## src/include/dif_engine_defs.svh

```systemverilog
// Constants for the block integrity field engine.
`ifndef DIF_ENGINE_DEFS_SVH
`define DIF_ENGINE_DEFS_SVH
`define DIF_POLY 16'h8bb7
`define DIF_FIELD_BYTES 4'h8
`define DIF_BS_512 2'h0
`define DIF_BS_520 2'h1
`define DIF_BS_4096 2'h2
`define DIF_BS_4104 2'h3
`define DIF_BLOCK_512 13'h0200
`define DIF_BLOCK_520 13'h0208
`define DIF_BLOCK_4096 13'h1000
`define DIF_BLOCK_4104 13'h1008
`define DIF_SEED_INV 16'hffff
`define REG_CTRL 12'h000
`define REG_BLKCFG 12'h004
`define REG_XFER 12'h008
`define REG_SRC_REF 12'h00c
`define REG_DST_REF 12'h010
`define REG_SRC_APP 12'h014
`define REG_DST_APP 12'h018
`define REG_STATUS 12'h01c
`define REG_DONE_BYTES 12'h020
`define REG_FIN_REF 12'h024
`define REG_FIN_APP 12'h028
`define REG_DST_LEN 12'h02c
`define REG_SRC_FIN_REF 12'h030
`define REG_SRC_FIN_APP 12'h034
`define CTRL_START_BIT 0
`define CTRL_INSERT_BIT 1
`endif

```

## src/include/dif_engine_pkg.sv

```systemverilog
// Types shared by the block integrity field engine.
package dif_engine_pkg;
	typedef enum logic [1:0] {OP_CHECK, OP_INSERT} dif_op_e;
	typedef enum logic [1:0] {FAIL_NONE, FAIL_GUARD, FAIL_APP, FAIL_REF} dif_fail_e;
	// Per-operation flags set by the descriptor.
	typedef struct packed {
		logic chk_guard;
		logic chk_app;
		logic chk_ref;
		logic inv_seed;
		logic inv_result;
		logic src_ref_inc;
		logic src_app_inc;
		logic dst_ref_inc;
		logic dst_app_inc;
		logic ref_pass;
		logic app_pass;
	} dif_flags_s;
	// One byte on a data stream.
	typedef struct packed {
		logic [7:0] data;
		logic last;
	} dif_byte_s;
endpackage

```

## src/core/dif_guard_crc.sv

```systemverilog
// Byte-serial 16-bit guard CRC stage.
`timescale 1ns/1ps
`default_nettype none
`include "dif_engine_defs.svh"
module dif_guard_crc (
	// Clock and reset.
	input wire logic core_clk,
	input wire logic rst,
	// Control.
	input wire logic clear,
	input wire logic [15:0] seed,
	input wire logic byte_en,
	input wire logic [7:0] byte_in,
	// Running remainder.
	output logic [15:0] crc
);
	// One byte step, most significant bit first.
	function automatic logic [15:0] crc_step(input logic [15:0] c, input logic [7:0] d);
		logic [15:0] r;
		r = c;
		for (int i = 7; i >= 0; i--) begin
			r = (r[15] ^ d[i]) ? ((r << 1) ^ `DIF_POLY) : (r << 1);
		end
		return r;
	endfunction
	// Seeding the register equals xoring the seed into the first 16 data bits.
	always_ff @(posedge core_clk) begin
		if (rst || clear) begin
			crc <= rst ? 16'h0000 : seed;
		end else if (byte_en) begin
			crc <= crc_step(crc, byte_in);
		end
	end
endmodule
`default_nettype wire

```

## src/core/dif_protection_engine.sv

```systemverilog
// Block integrity field check and insert engine with an AHB-Lite register port.
// Functional notes
// - Blocks are 512, 520, 4096 or 4104 bytes; an 8-byte field follows each.
// - Field is guard 16 bits, application tag 16, reference tag 32.
// - Guard is CRC-16 with generator 0x18bb7 over block data.
// - Guard covers block data only, never the 8 field bytes.
// - All tags move big-endian, most significant byte first.
// - Reference tag starts at seed; fixed keeps it, incrementing adds one per block.
// - An incremented tag that overflows wraps to zero.
// - Final tag values reported are those for the block after the last done.
// - Source and destination keep separate seeds and increment controls.
// - Reference passthrough copies source reference tag, ignoring destination settings; code sends field_in, which only a check op loads.
// - Application tag behaves like reference tag from its own seed.
// - Application mask ones force tag bits to zero, zeros keep them.
// - Mask is applied after increment, so blocks may share a tag.
// - Separate source and destination masks plus application passthrough flag.
// - Comparing guard equals a zero remainder over data plus guard.
// - Guard seed is zero, or all ones when invert-seed is set.
// - Invert-result inverts computed guard before compare or store.
// - Check verifies selected guard and tags per block, then advances source tags.
// - Insert writes block data then assembled field, then advances destination tags.
// - Insert destination length is transfer size plus eight per block.
//
// Our own choices: the address map and register access over AHB-Lite.
`timescale 1ns/1ps
`default_nettype none
`include "dif_engine_defs.svh"
module dif_protection_engine
	import dif_engine_pkg::*;
(
	// Clock and reset.
	input wire logic core_clk,
	input wire logic rst,
	// AHB-Lite slave.
	input wire logic hsel,
	input wire logic [11:0] haddr,
	input wire logic [1:0] htrans,
	input wire logic hwrite,
	input wire logic [2:0] hsize,
	input wire logic [31:0] hwdata,
	input wire logic hready,
	output logic [31:0] hrdata,
	output logic hreadyout,
	output logic hresp,
	// Source byte stream from the memory read path.
	input wire dif_byte_s src_byte,
	input wire logic src_valid,
	output logic src_ready,
	// Destination byte stream to the memory write path.
	output dif_byte_s dst_byte,
	output logic dst_valid,
	input wire logic dst_ready
);
	typedef enum {ST_IDLE, ST_DATA, ST_FIELD, ST_EMIT, ST_JUDGE, ST_DONE} state_e;
	state_e state;
	// Descriptor registers.
	dif_flags_s flags;
	logic insert_op;
	logic [1:0] bs_sel;
	logic [31:0] xfer_size;
	logic [31:0] src_ref_seed, dst_ref_seed;
	logic [15:0] src_app_seed, dst_app_seed, src_app_mask, dst_app_mask;
	// Running state.
	logic [31:0] src_ref, dst_ref;
	logic [15:0] src_app, dst_app;
	logic [12:0] blk_cnt;
	logic [3:0] fld_cnt;
	logic [31:0] done_bytes, dst_len;
	logic [63:0] field_in;
	dif_fail_e fail;
	logic busy, done;
	logic crc_clear;
	logic [15:0] crc;
	logic [15:0] guard;
	logic [63:0] field_out;
	logic [12:0] blk_len;
	logic [31:0] blocks;
	logic src_fire, dst_fire;
	logic op_ins;
	// Bus address phase capture.
	logic wr_pend, rd_pend;
	logic [11:0] addr_q;
	logic start;

	// Decoded block size, shared by counting and length arithmetic.
	function automatic logic [12:0] block_bytes(input logic [1:0] sel);
		unique case (sel)
			`DIF_BS_512: return `DIF_BLOCK_512;
			`DIF_BS_520: return `DIF_BLOCK_520;
			`DIF_BS_4096: return `DIF_BLOCK_4096;
			`DIF_BS_4104: return `DIF_BLOCK_4104;
		endcase
	endfunction
	// Next tag: incrementing wraps to zero by natural overflow.
	function automatic logic [31:0] next_tag(input logic [31:0] t, input logic inc);
		return inc ? t + 32'h0000_0001 : t;
	endfunction
	assign blk_len = block_bytes(bs_sel);
	// A check source carries a field after every block, so its stride is eight bytes longer.
	// The mode bit is taken from the starting write itself, since the register lands on that edge.
	assign op_ins = start ? hwdata[`CTRL_INSERT_BIT] : insert_op;
	assign blocks = xfer_size / {19'h00000, (op_ins ? blk_len : blk_len + 13'h0008)};

	// Guard seed and result conditioning.
	dif_guard_crc u_crc (
		.core_clk(core_clk),
		.rst(rst),
		.clear(crc_clear),
		.seed(flags.inv_seed ? `DIF_SEED_INV : 16'h0000),
		.byte_en(src_fire && state == ST_DATA),
		.byte_in(src_byte.data),
		.crc(crc)
	);
	assign guard = flags.inv_result ? ~crc : crc;
	assign crc_clear = (state == ST_IDLE) || (state == ST_JUDGE) || (state == ST_EMIT && dst_fire
		&& fld_cnt == 4'h7);

	// Assembled destination field, application tag masked after any increment.
	always_comb begin
		field_out[63:48] = guard;
		field_out[47:32] = (flags.app_pass ? field_in[47:32] : dst_app) & ~dst_app_mask;
		field_out[31:0] = flags.ref_pass ? field_in[31:0] : dst_ref;
	end

	// Stream handshakes: source accepted in data and field phases.
	assign src_fire = src_valid && src_ready;
	assign dst_fire = dst_valid && dst_ready;
	always_comb begin
		src_ready = 1'b0;
		if (state == ST_DATA) begin
			src_ready = !insert_op || !dst_valid || dst_ready;
		end else if (state == ST_FIELD) begin
			src_ready = 1'b1;
		end
	end
	// Hold the stream port steady; destination outputs come from flip-flops.
	always_ff @(posedge core_clk) begin
		if (rst) begin
			dst_valid <= 1'b0;
			dst_byte <= '0;
		end else if (state == ST_DATA && insert_op && src_fire) begin
			dst_valid <= 1'b1;
			dst_byte <= '{data: src_byte.data, last: 1'b0};
		end else if (state == ST_EMIT && (!dst_valid || dst_ready)) begin
			dst_valid <= 1'b1;
			dst_byte.data <= field_out[8'(63 - 8 * fld_cnt) -: 8];
			dst_byte.last <= (fld_cnt == 4'h7) && (done_bytes + {19'h00000, blk_len}
				>= blocks * {19'h00000, blk_len});
		end else if (dst_fire) begin
			dst_valid <= 1'b0;
		end
	end

	// Sequencer over blocks and fields.
	always_ff @(posedge core_clk) begin
		if (rst) begin
			state <= ST_IDLE;
			blk_cnt <= 13'h0000;
			fld_cnt <= 4'h0;
		end else begin
			unique case (state)
				ST_IDLE: if (start) begin
					state <= (blocks == 32'h0) ? ST_DONE : ST_DATA;
					blk_cnt <= 13'h0000;
				end
				ST_DATA: if (src_fire) begin
					blk_cnt <= blk_cnt + 13'h0001;
					if (blk_cnt == blk_len - 13'h0001) begin
						fld_cnt <= 4'h0;
						state <= insert_op ? ST_EMIT : ST_FIELD;
					end
				end
				ST_FIELD: if (src_fire) begin
					fld_cnt <= fld_cnt + 4'h1;
					if (fld_cnt == `DIF_FIELD_BYTES - 4'h1) begin
						state <= ST_JUDGE;
					end
				end
				ST_EMIT: if (!dst_valid || dst_ready) begin
					fld_cnt <= fld_cnt + 4'h1;
					if (fld_cnt == `DIF_FIELD_BYTES - 4'h1) begin
						state <= ST_JUDGE;
					end
				end
				ST_JUDGE: begin
					blk_cnt <= 13'h0000;
					if (fail != FAIL_NONE || done_bytes >= (blocks - 32'h1)
						* {19'h00000, (insert_op ? blk_len : blk_len + 13'h0008)}) begin
						state <= ST_DONE;
					end else begin
						state <= ST_DATA;
					end
				end
				ST_DONE: if (!dst_valid) begin
					state <= ST_IDLE;
				end
			endcase
		end
	end

	// Source field capture, shifted in big-endian.
	always_ff @(posedge core_clk) begin
		if (rst) begin
			field_in <= 64'h0;
		end else if (state == ST_FIELD && src_fire) begin
			field_in <= {field_in[55:0], src_byte.data};
		end
	end

	// Per-block verdict, guard first; the comparison of guards equals a zero remainder.
	dif_fail_e next_fail;
	always_comb begin
		next_fail = FAIL_NONE;
		if (!insert_op) begin
			if (flags.chk_guard && field_in[63:48] != guard) begin
				next_fail = FAIL_GUARD;
			end else if (flags.chk_app && field_in[47:32] != (src_app & ~src_app_mask)) begin
				next_fail = FAIL_APP;
			end else if (flags.chk_ref && field_in[31:0] != src_ref) begin
				next_fail = FAIL_REF;
			end
		end
	end

	// Tags, completion figures and failure type.
	always_ff @(posedge core_clk) begin
		if (rst) begin
			{src_ref, dst_ref, src_app, dst_app} <= '0;
			done_bytes <= 32'h0;
			fail <= FAIL_NONE;
		end else if (state == ST_IDLE && start) begin
			src_ref <= src_ref_seed;
			dst_ref <= dst_ref_seed;
			src_app <= src_app_seed;
			dst_app <= dst_app_seed;
			done_bytes <= 32'h0;
			fail <= FAIL_NONE;
		end else if (state == ST_JUDGE) begin
			fail <= next_fail;
			if (next_fail == FAIL_NONE) begin
				done_bytes <= done_bytes + {19'h00000, insert_op ? blk_len : blk_len + 13'h0008};
				if (insert_op) begin
					dst_ref <= next_tag(dst_ref, flags.dst_ref_inc);
					dst_app <= 16'(next_tag({16'h0000, dst_app}, flags.dst_app_inc));
				end else begin
					src_ref <= next_tag(src_ref, flags.src_ref_inc);
					src_app <= 16'(next_tag({16'h0000, src_app}, flags.src_app_inc));
				end
			end
		end
	end

	// Busy and done status; insert destination length.
	always_ff @(posedge core_clk) begin
		if (rst) begin
			busy <= 1'b0;
			done <= 1'b0;
			dst_len <= 32'h0;
		end else if (state == ST_IDLE && start) begin
			busy <= 1'b1;
			done <= 1'b0;
			dst_len <= xfer_size + ((xfer_size / {19'h00000, blk_len}) << 3);
		end else if (state == ST_DONE && !dst_valid) begin
			busy <= 1'b0;
			done <= 1'b1;
		end
	end

	// AHB-Lite address phase; the slave is always ready and answers OKAY.
	always_ff @(posedge core_clk) begin
		if (rst) begin
			wr_pend <= 1'b0;
			rd_pend <= 1'b0;
			addr_q <= 12'h000;
		end else if (hready) begin
			wr_pend <= hsel && htrans[1] && hwrite;
			rd_pend <= hsel && htrans[1] && !hwrite;
			addr_q <= haddr;
		end
	end
	assign start = wr_pend && addr_q == `REG_CTRL && hwdata[`CTRL_START_BIT] && !busy;

	// Register writes; descriptor fields are locked while an operation runs.
	always_ff @(posedge core_clk) begin
		if (rst) begin
			{flags, insert_op, bs_sel, xfer_size} <= '0;
			{src_ref_seed, dst_ref_seed} <= '0;
			{src_app_seed, src_app_mask, dst_app_seed, dst_app_mask} <= '0;
		end else if (wr_pend && !busy) begin
			unique case (addr_q)
				`REG_CTRL: insert_op <= hwdata[`CTRL_INSERT_BIT];
				`REG_BLKCFG: {flags, bs_sel} <= hwdata[12:0];
				`REG_XFER: xfer_size <= hwdata;
				`REG_SRC_REF: src_ref_seed <= hwdata;
				`REG_DST_REF: dst_ref_seed <= hwdata;
				`REG_SRC_APP: {src_app_mask, src_app_seed} <= hwdata;
				`REG_DST_APP: {dst_app_mask, dst_app_seed} <= hwdata;
				default: ;
			endcase
		end
	end

	// Read data; unmapped addresses read as zero.
	always_ff @(posedge core_clk) begin
		if (rst) begin
			hrdata <= 32'h0;
		end else if (hready && hsel && htrans[1] && !hwrite) begin
			unique case (haddr)
				`REG_CTRL: hrdata <= {30'h0, insert_op, busy};
				`REG_BLKCFG: hrdata <= {19'h0, flags, bs_sel};
				`REG_XFER: hrdata <= xfer_size;
				`REG_SRC_REF: hrdata <= src_ref_seed;
				`REG_DST_REF: hrdata <= dst_ref_seed;
				`REG_SRC_APP: hrdata <= {src_app_mask, src_app_seed};
				`REG_DST_APP: hrdata <= {dst_app_mask, dst_app_seed};
				`REG_STATUS: hrdata <= {28'h0, 2'(fail), busy, done};
				`REG_DONE_BYTES: hrdata <= done_bytes;
				`REG_FIN_REF: hrdata <= insert_op ? dst_ref : src_ref;
				`REG_FIN_APP: hrdata <= {16'h0, insert_op ? dst_app : src_app};
				`REG_DST_LEN: hrdata <= dst_len;
				default: hrdata <= 32'h0;
			endcase
		end
	end
	always_ff @(posedge core_clk) begin
		if (rst) begin
			hreadyout <= 1'b1;
			hresp <= 1'b0;
		end else begin
			hreadyout <= 1'b1;
			hresp <= 1'b0;
		end
	end
endmodule
`default_nettype wire

```

## config.mk

```make
export PLATFORM = sky130hd
export DESIGN_NAME = dif_protection_engine
export DESIGN_NICKNAME = d
export VERILOG_FILES = /design/src/include/dif_engine_pkg.sv /design/src/core/dif_guard_crc.sv /design/src/core/dif_protection_engine.sv
export VERILOG_INCLUDE_DIRS = /design/src /design/src/include
export SDC_FILE = /design/constraint.sdc
export NUM_CORES = 2
export LEC_CHECK = 0
export BUFFER_PORTS_ARGS = -buffer_cell sky130_fd_sc_hd__buf_2
export CORE_MARGIN = 1
export CORE_UTILIZATION = 33
export DETAILED_ROUTE_END_ITERATION = 16
export GPL_TIMING_DRIVEN = 0
export SYNTH_ARGS = -nofsm -noshare
export SYNTH_HDL_FRONTEND = slang
export SYNTH_SLANG_ARGS = --single-unit
```

## constraint.sdc

```tcl
create_clock -name core_clk -period 194 [get_ports core_clk]
set_input_delay 0 -clock core_clk [delete_from_list [all_inputs] [get_ports core_clk]]
set_output_delay 0 -clock core_clk [all_outputs]
set_load 0.02 [all_outputs]
```

[After elaboration in Yosys (flattened, before gate mapping)]
Cells that the tools add are included.
W data, S select, Z words.
Word-level totals
  output and inout port bits: 45
  flip-flop bits (word level): 522
  logic and storage cells: 270
Cells by class
  $mul: 2
  shifts and indexed selects: 1
  add/sub/neg operators: 13
  mux-type cells: 74
  divide/modulo/power cells: 2
  equality and inequality tests: 42
  reduce and logical (&&, ||, !) cells: 73
  magnitude comparators: 2
  bitwise operators: 21
Operators by type and width (count)
  $mux W32: 19
  $mux W16: 25
  $pmux W32 S12: 1
  $pmux W32 S6: 1
  $eq A32 B3 Y1 const B: 4
  $eq A32 B2 Y1 const B: 3
  $logic_not A32 Y1: 3
  $eq A12 B5 Y1 const B: 7
  $not A10 Y10: 8
  $shiftx A71 B9 Y8: 1
  $add A32 B1 Y32 const B: 2
  $add A32 B13 Y32: 2
  $div A32 B13 Y32: 2
  $eq A32 B4 Y1 const B: 2
  $ge A32 B32 Y1: 2
  $mul A32 B13 Y32: 2
  $mux W13: 4
  $pmux W13 S4: 1
  $eq A12 B4 Y1 const B: 4
  $eq A12 B6 Y1 const B: 4
  $not A16 Y16: 3
  $pmux W13 S3: 1
  $add A16 B1 Y16 const B: 2
  $add A32 B32 Y32: 1
  other kinds (37): 126

[Longest topological paths before layout]
  depth after elaboration: 18
  gate-level depth with buffers: 331
  gate-level depth less buffers: 304

[Modules after synthesis]
A second synthesis with hierarchy kept.
Second synthesis, totals
  cells, all modules: 8913
  area total of the unflattened synthesis: 65883.2 sq um
By module, submodules not included
  dif_protection_engine: cells each 8809, instances 1, area an instance 64585.7 sq um
  dif_guard_crc: cells each 104, instances 1, area an instance 1297.5 sq um

[Worst setup path before layout]
No wires, ideal clock.
  path kind: flip-flop to flip-flop
  start point: reg bs_sel[1]
  end point: reg state[2]
  library setup time: 0.132 ns
  data required time: 193.868 ns
  path slack: 130.773 ns
  path buffers: 32
  stages on the path, launching flop included: 312
  arrival time: 63.095 ns
  cell sequence: dfxtp_1 inv_1 ha_1 nor2_1 or2_2 clkbuf_1 clkinv_1 clkbuf_1 ha_1 inv_1 and3_1 buf_2 nor2_1 ha_1 o21ai_1 a21oi_2 mux2i_1 ha_1 (+276 left out) a21oi_1 o21ai_0 a21oi_1 o21ai_0 a21oi_1 o21bai_1 a21oi_1 o21bai_1 a21oi_1 xnor2_1 xnor2_1 xnor2_1 xnor3_1 ha_1 o21ai_0 a21oi_1 o31ai_1 a21oi_1
On the way
  cells in the longest elaborated chain, start to end: 11
  elaborated cells between the ends (all ways): 22
  classes of those cells: 3 x add/sub; 1 x mul; 1 x div; 1 x order compare; 5 x eq/ne; 7 x mux; 4 x reduce/logical
Ends and longest elaborated chain
  start, declared: RTL line dif_protection_engine.sv:59  | logic [1:0] bs_sel;
  start signal, assigned: RTL line dif_protection_engine.sv:292  | `REG_BLKCFG: {flags, bs_sel} <= hwdata[12:0];
  $eq A2 B2 Y1, or another cell as far along: RTL line dif_protection_engine.sv:87  | unique case (sel)
  $pmux W13 S4 *: RTL line dif_protection_engine.sv:87
  $add A13 B4 Y13: RTL line dif_protection_engine.sv:102, dif_protection_engine.sv:188
  $mux W13: RTL line dif_protection_engine.sv:102  | assign blocks = xfer_size / {19'h00000, (op_ins ? blk_len : blk_len + 13'h0008)};
  $div A32 B13 Y32: RTL line dif_protection_engine.sv:102
  $sub A32 B1 Y32: RTL line dif_protection_engine.sv:187  | if (fail != FAIL_NONE || done_bytes >= (blocks - 32'h1)
  $mul A32 B13 Y32: RTL line dif_protection_engine.sv:188  | * {19'h00000, (insert_op ? blk_len : blk_len + 13'h0008)}) begin
  $ge A32 B32 Y1: RTL line dif_protection_engine.sv:187
  $logic_or A1 B1 Y1: RTL line dif_protection_engine.sv:187
  $mux W3: RTL line dif_protection_engine.sv:187
  $pmux W32 S6: RTL line dif_protection_engine.sv:161  | unique case (state)
  end signal, assigned: RTL line dif_protection_engine.sv:163  | state <= (blocks == 32'h0) ? ST_DONE : ST_DATA;
  end signal, assigned: RTL line dif_protection_engine.sv:170  | state <= insert_op ? ST_EMIT : ST_FIELD;
  end, declared: RTL line dif_protection_engine.sv:55  | state_e state;
Mark *: on every way between the ends. The rest lies on a longest branch, timed or not. The select of a mux whose other input is x is not followed.
A chain may end at the register's enable or synchronous reset.

[Worst setup path after layout]
  start point: reg busy
  end point: reg state[2]
On the way
  cells in the longest elaborated chain, start to end: 11
  elaborated cells between the ends (all ways): 16
  classes of those cells: 1 x add/sub; 1 x mul; 1 x div; 1 x order compare; 1 x eq/ne; 6 x mux; 5 x reduce/logical
Ends and longest elaborated chain
  start, declared: RTL line dif_protection_engine.sv:71  | logic busy, done;
  start signal, assigned: RTL line dif_protection_engine.sv:256  | busy <= 1'b0;
  start signal, assigned: RTL line dif_protection_engine.sv:260  | busy <= 1'b1;
  start signal, assigned: RTL line dif_protection_engine.sv:264  | busy <= 1'b0;
  $logic_not A1 Y1 *: RTL line dif_protection_engine.sv:281  | assign start = wr_pend && addr_q == `REG_CTRL && hwdata[`CTRL_START_BIT] && !busy;
  $logic_and A1 B1 Y1 *: RTL line dif_protection_engine.sv:281
  $mux W1: RTL line dif_protection_engine.sv:101  | assign op_ins = start ? hwdata[`CTRL_INSERT_BIT] : insert_op;
  $mux W13: RTL line dif_protection_engine.sv:102
  $div A32 B13 Y32: RTL line dif_protection_engine.sv:102
  $sub A32 B1 Y32: RTL line dif_protection_engine.sv:187
  $mul A32 B13 Y32: RTL line dif_protection_engine.sv:188
  $ge A32 B32 Y1: RTL line dif_protection_engine.sv:187
  $logic_or A1 B1 Y1: RTL line dif_protection_engine.sv:187
  $mux W3: RTL line dif_protection_engine.sv:187
  $pmux W32 S6: RTL line dif_protection_engine.sv:161
Marked as above.

==> impl_results.md <==
* Status: finished, violations left
* Failing checks: capacitance limit, slew limit
* Top cells by area, synth: dfxtp_1, ha_1, nand2_1, xnor2_1, nor2_1
* Initial antenna violation count at 29
* Port buffer count at 99
* Die Span X at 446.9 um
* Path type of the worst setup path: register to register
* CP Data Required Time at 194.55 ns
* Top cell by count, worst path: ha_1
* ANT nets after route at 0
* Cts hold-fix bufs at 59
* Total CTS buffers at 58
* Hold Vio Cnt, Final at 0
* Vias per cell at 6.007
* Clock transition at path regs at 0.06 ns
* Mapped Cells at 8828
* First-pass GRT wire length at 414200 um
* Seq cells post-synth at 490
* Post-synth cell types at 205
* Slew Limit Headroom at -6.335%
* Die height at 446.9 um
* CTS tree: yes
* H-tree depth at 2
* Skew final at 0.03565 ns
* Max incr delay on CP at 0.90 ns
* Mapped Area at 65320 um2
* Total of max-cap violations at 2
* Slew Viols, Final at 5
* Crit path time final at 81.88 ns
* RSZ-0062 raised after global routing: no
* CP Capture Type: register
* FFs w/ async S/R, synth at 0%
* Via count at 70490
* Post-DP HPWL at 228000 um
* Row Count at 162
* Seq/Total Area, Yosys at 15.26%
* Fmax at 12.21 MHz
* Complex-gate fraction of the synthesized area at 26.46%
* GRT Util Overall at 26.82%
* DRC Markers at 0
* Syn avg cell area at 7.399 um2
* Final net count at 9623
* Synth Area in Adders at 10.35%
* Period utilization at 42.20%
* Area grow syn2layout at 10.07%
* DIE AREA at 199700 um2
* CTS root buf: clkbuf_16
* Post-synthesis mux area share at 4.526%
* Hold WC Path Type: input pin to register
* Largest net degree at the start of global routing at 40
* Vias in the first global route at 65480
* Postcts setup bufs at 0
* Total Wirelength at 280700 um
* Worst-Skew Late Latency at 0.66 ns
* Post-synth EDFFs at 16
* Core Region at 195800 um2
* Synth warn at 0
* Initial Util at 33.36%
* Worst Max-Slew Pin Slew at 1.573 ns
* I/O pins at 110
* Average wire per cell in the routed design at 23.92 um
* Fin Setup TNS at 0 ns
* CP max stage cell: nor4_1
* Synth Area in Simple Gates at 28.60%
* CP Max Fanout at 30
* Prevailing post-synth register cell: dfxtp_1
* Clk sink count at 490
* DR iter-0 viols at 7460
* CP arrival at 82.43 ns
* First drt pass iteration count at 9
* Setup-failing EPs final at 0
* Startpoint class of the critical path: register
* Yosys top cell area share at 14.53%
* Biggest area consumer among synthesized cells: dfxtp_1
* Largest family of logic cells by synthesized area: simple AND/OR/NAND/NOR gates
* Share of layout cells above drive strength 1 at 10.46%
* XOR/XNOR share of the synthesized area at 9.095%
* Routability Congestion at 1.066
* # resized after CTS at 0
* GRT overflow at 0
* Clock Tree Buf Depth at 3
==> flip-flops by register name, summed over array words and instances, names as in the netlist, 32 cells and up <==
register and flops:
dst_len 32, dst_ref 32, dst_ref_seed 32, field_in 64, hrdata 32, src_ref 32, src_ref_seed 32, xfer_size 32
==> cells by family after synthesis <==
logic type,after synthesis
and+or+nand+nor,3667
adders and majority gates,505
other,2
AOI/OAI and AO/OA,2418
muxes,261
xor gates and xnor gates,675
DFF,490
buffers and inverters,810
==> metrics by stage <==
step	instances	instance area, um2	utilization (%)	setup slack, ns	hold WS (ns)
4_1_cts	11730	71890	36.71	113.61	0.09323
5_1_grt	11730	71890	36.71	106.55	0.1442
6_report	11730	71900	36.72	112.13	0.1491
3_3_place_gp	11560	69120	35.30	111.17	0.2532
3_5_place_dp	11560	69240	35.36	114.01	0.2715
2_1_floorplan	8833	65340	-	130.77	0.1360
==> synthesized netlist by cell type, drive strengths merged, types with 81 or more instances <==
cell type and n:
nand2 1088, nor2 912, a21oi 651, dfxtp 474
ha 441, xnor2 440, o21ai 428, clkbuf 344
inv 340, nand3 297, nor3 267, xor2 234
mux2i 196, a211oi 156, nand4 147, and3 123
buf 118, and2 113, nor4 111, a22oi 103
o211ai 103, a31oi 101, or2 99, nand2b 91
or3 90, a21o 81
==> placed cells by master, fill, tap and decap left out, types with 82 or more instances in the layout <==
| master | count |
|---|---|
| nand2_1 | 1080 |
| nor2_1 | 898 |
| a21oi_1 | 634 |
| dfxtp_1 | 474 |
| ha_1 | 441 |
| xnor2_1 | 439 |
| o21ai_0 | 352 |
| clkbuf_1 | 333 |
| inv_1 | 330 |
| nand3_1 | 286 |
| nor3_1 | 253 |
| xor2_1 | 233 |
| mux2i_1 | 188 |
| buf_2 | 148 |
| nand4_1 | 140 |
| a211oi_1 | 133 |
| and3_1 | 105 |
| a22oi_1 | 103 |
| a31oi_1 | 91 |
| o211ai_1 | 89 |
| nand2b_1 | 89 |
| and2_1 | 88 |
| nor4_1 | 86 |
| or2_2 | 82 |
==> worst max-delay path, delay by kind of cell (launching register included) <==
kind	cells	cell delay [ns]
XOR/XNOR	11	2.78
multiplexers	11	3.39
buffers and inverters	36	10.93
AO/OA/AOI/OAI	117	30.59
flip-flops	1	0.44
adder cells (fa/ha/maj)	37	11.84
AND/OR/NAND/NOR	94	21.65
==> layout make-up <==
type	count	area, um2
multi-input combinational	7533	51680
clock inverter	26	349.1
inverter	343	1308
sequential	490	9970
timing repair buffer	164	1175
antenna	5	12.51
fill	20870	123900
tap	2624	3283
buffer	467	2420
clock buffer	82	1707
==> layer usage <==
| layer | vias to the layer above | GRT usage [%] | part of all wire [%] |
|---|---|---|---|
| li1 | 32890 | - | - |
| met1 | 34020 | 35.84 | 43 |
| met2 | 2972 | 42.18 | 44 |
| met3 | 590 | 3.796 | 7.5 |
| met4 | 20 | 12.83 | 5.6 |
| met5 | - | 0 | 0.045 |
==> worst paths after layout <==
path / start / to / slack, ns / depth (start not counted)
max: busy / state[2] / 112.13 / 306
min: hwdata[1] / src_ref_seed[1] / 0.15 / 3
max reg2reg: busy / state[2] / 112.13 / 306
min reg2reg: done / done / 0.45 / 2
Power is left out: the tool's default activity adds up to more than one toggle a clock period on the data nets, which glitch-free logic cannot reach.
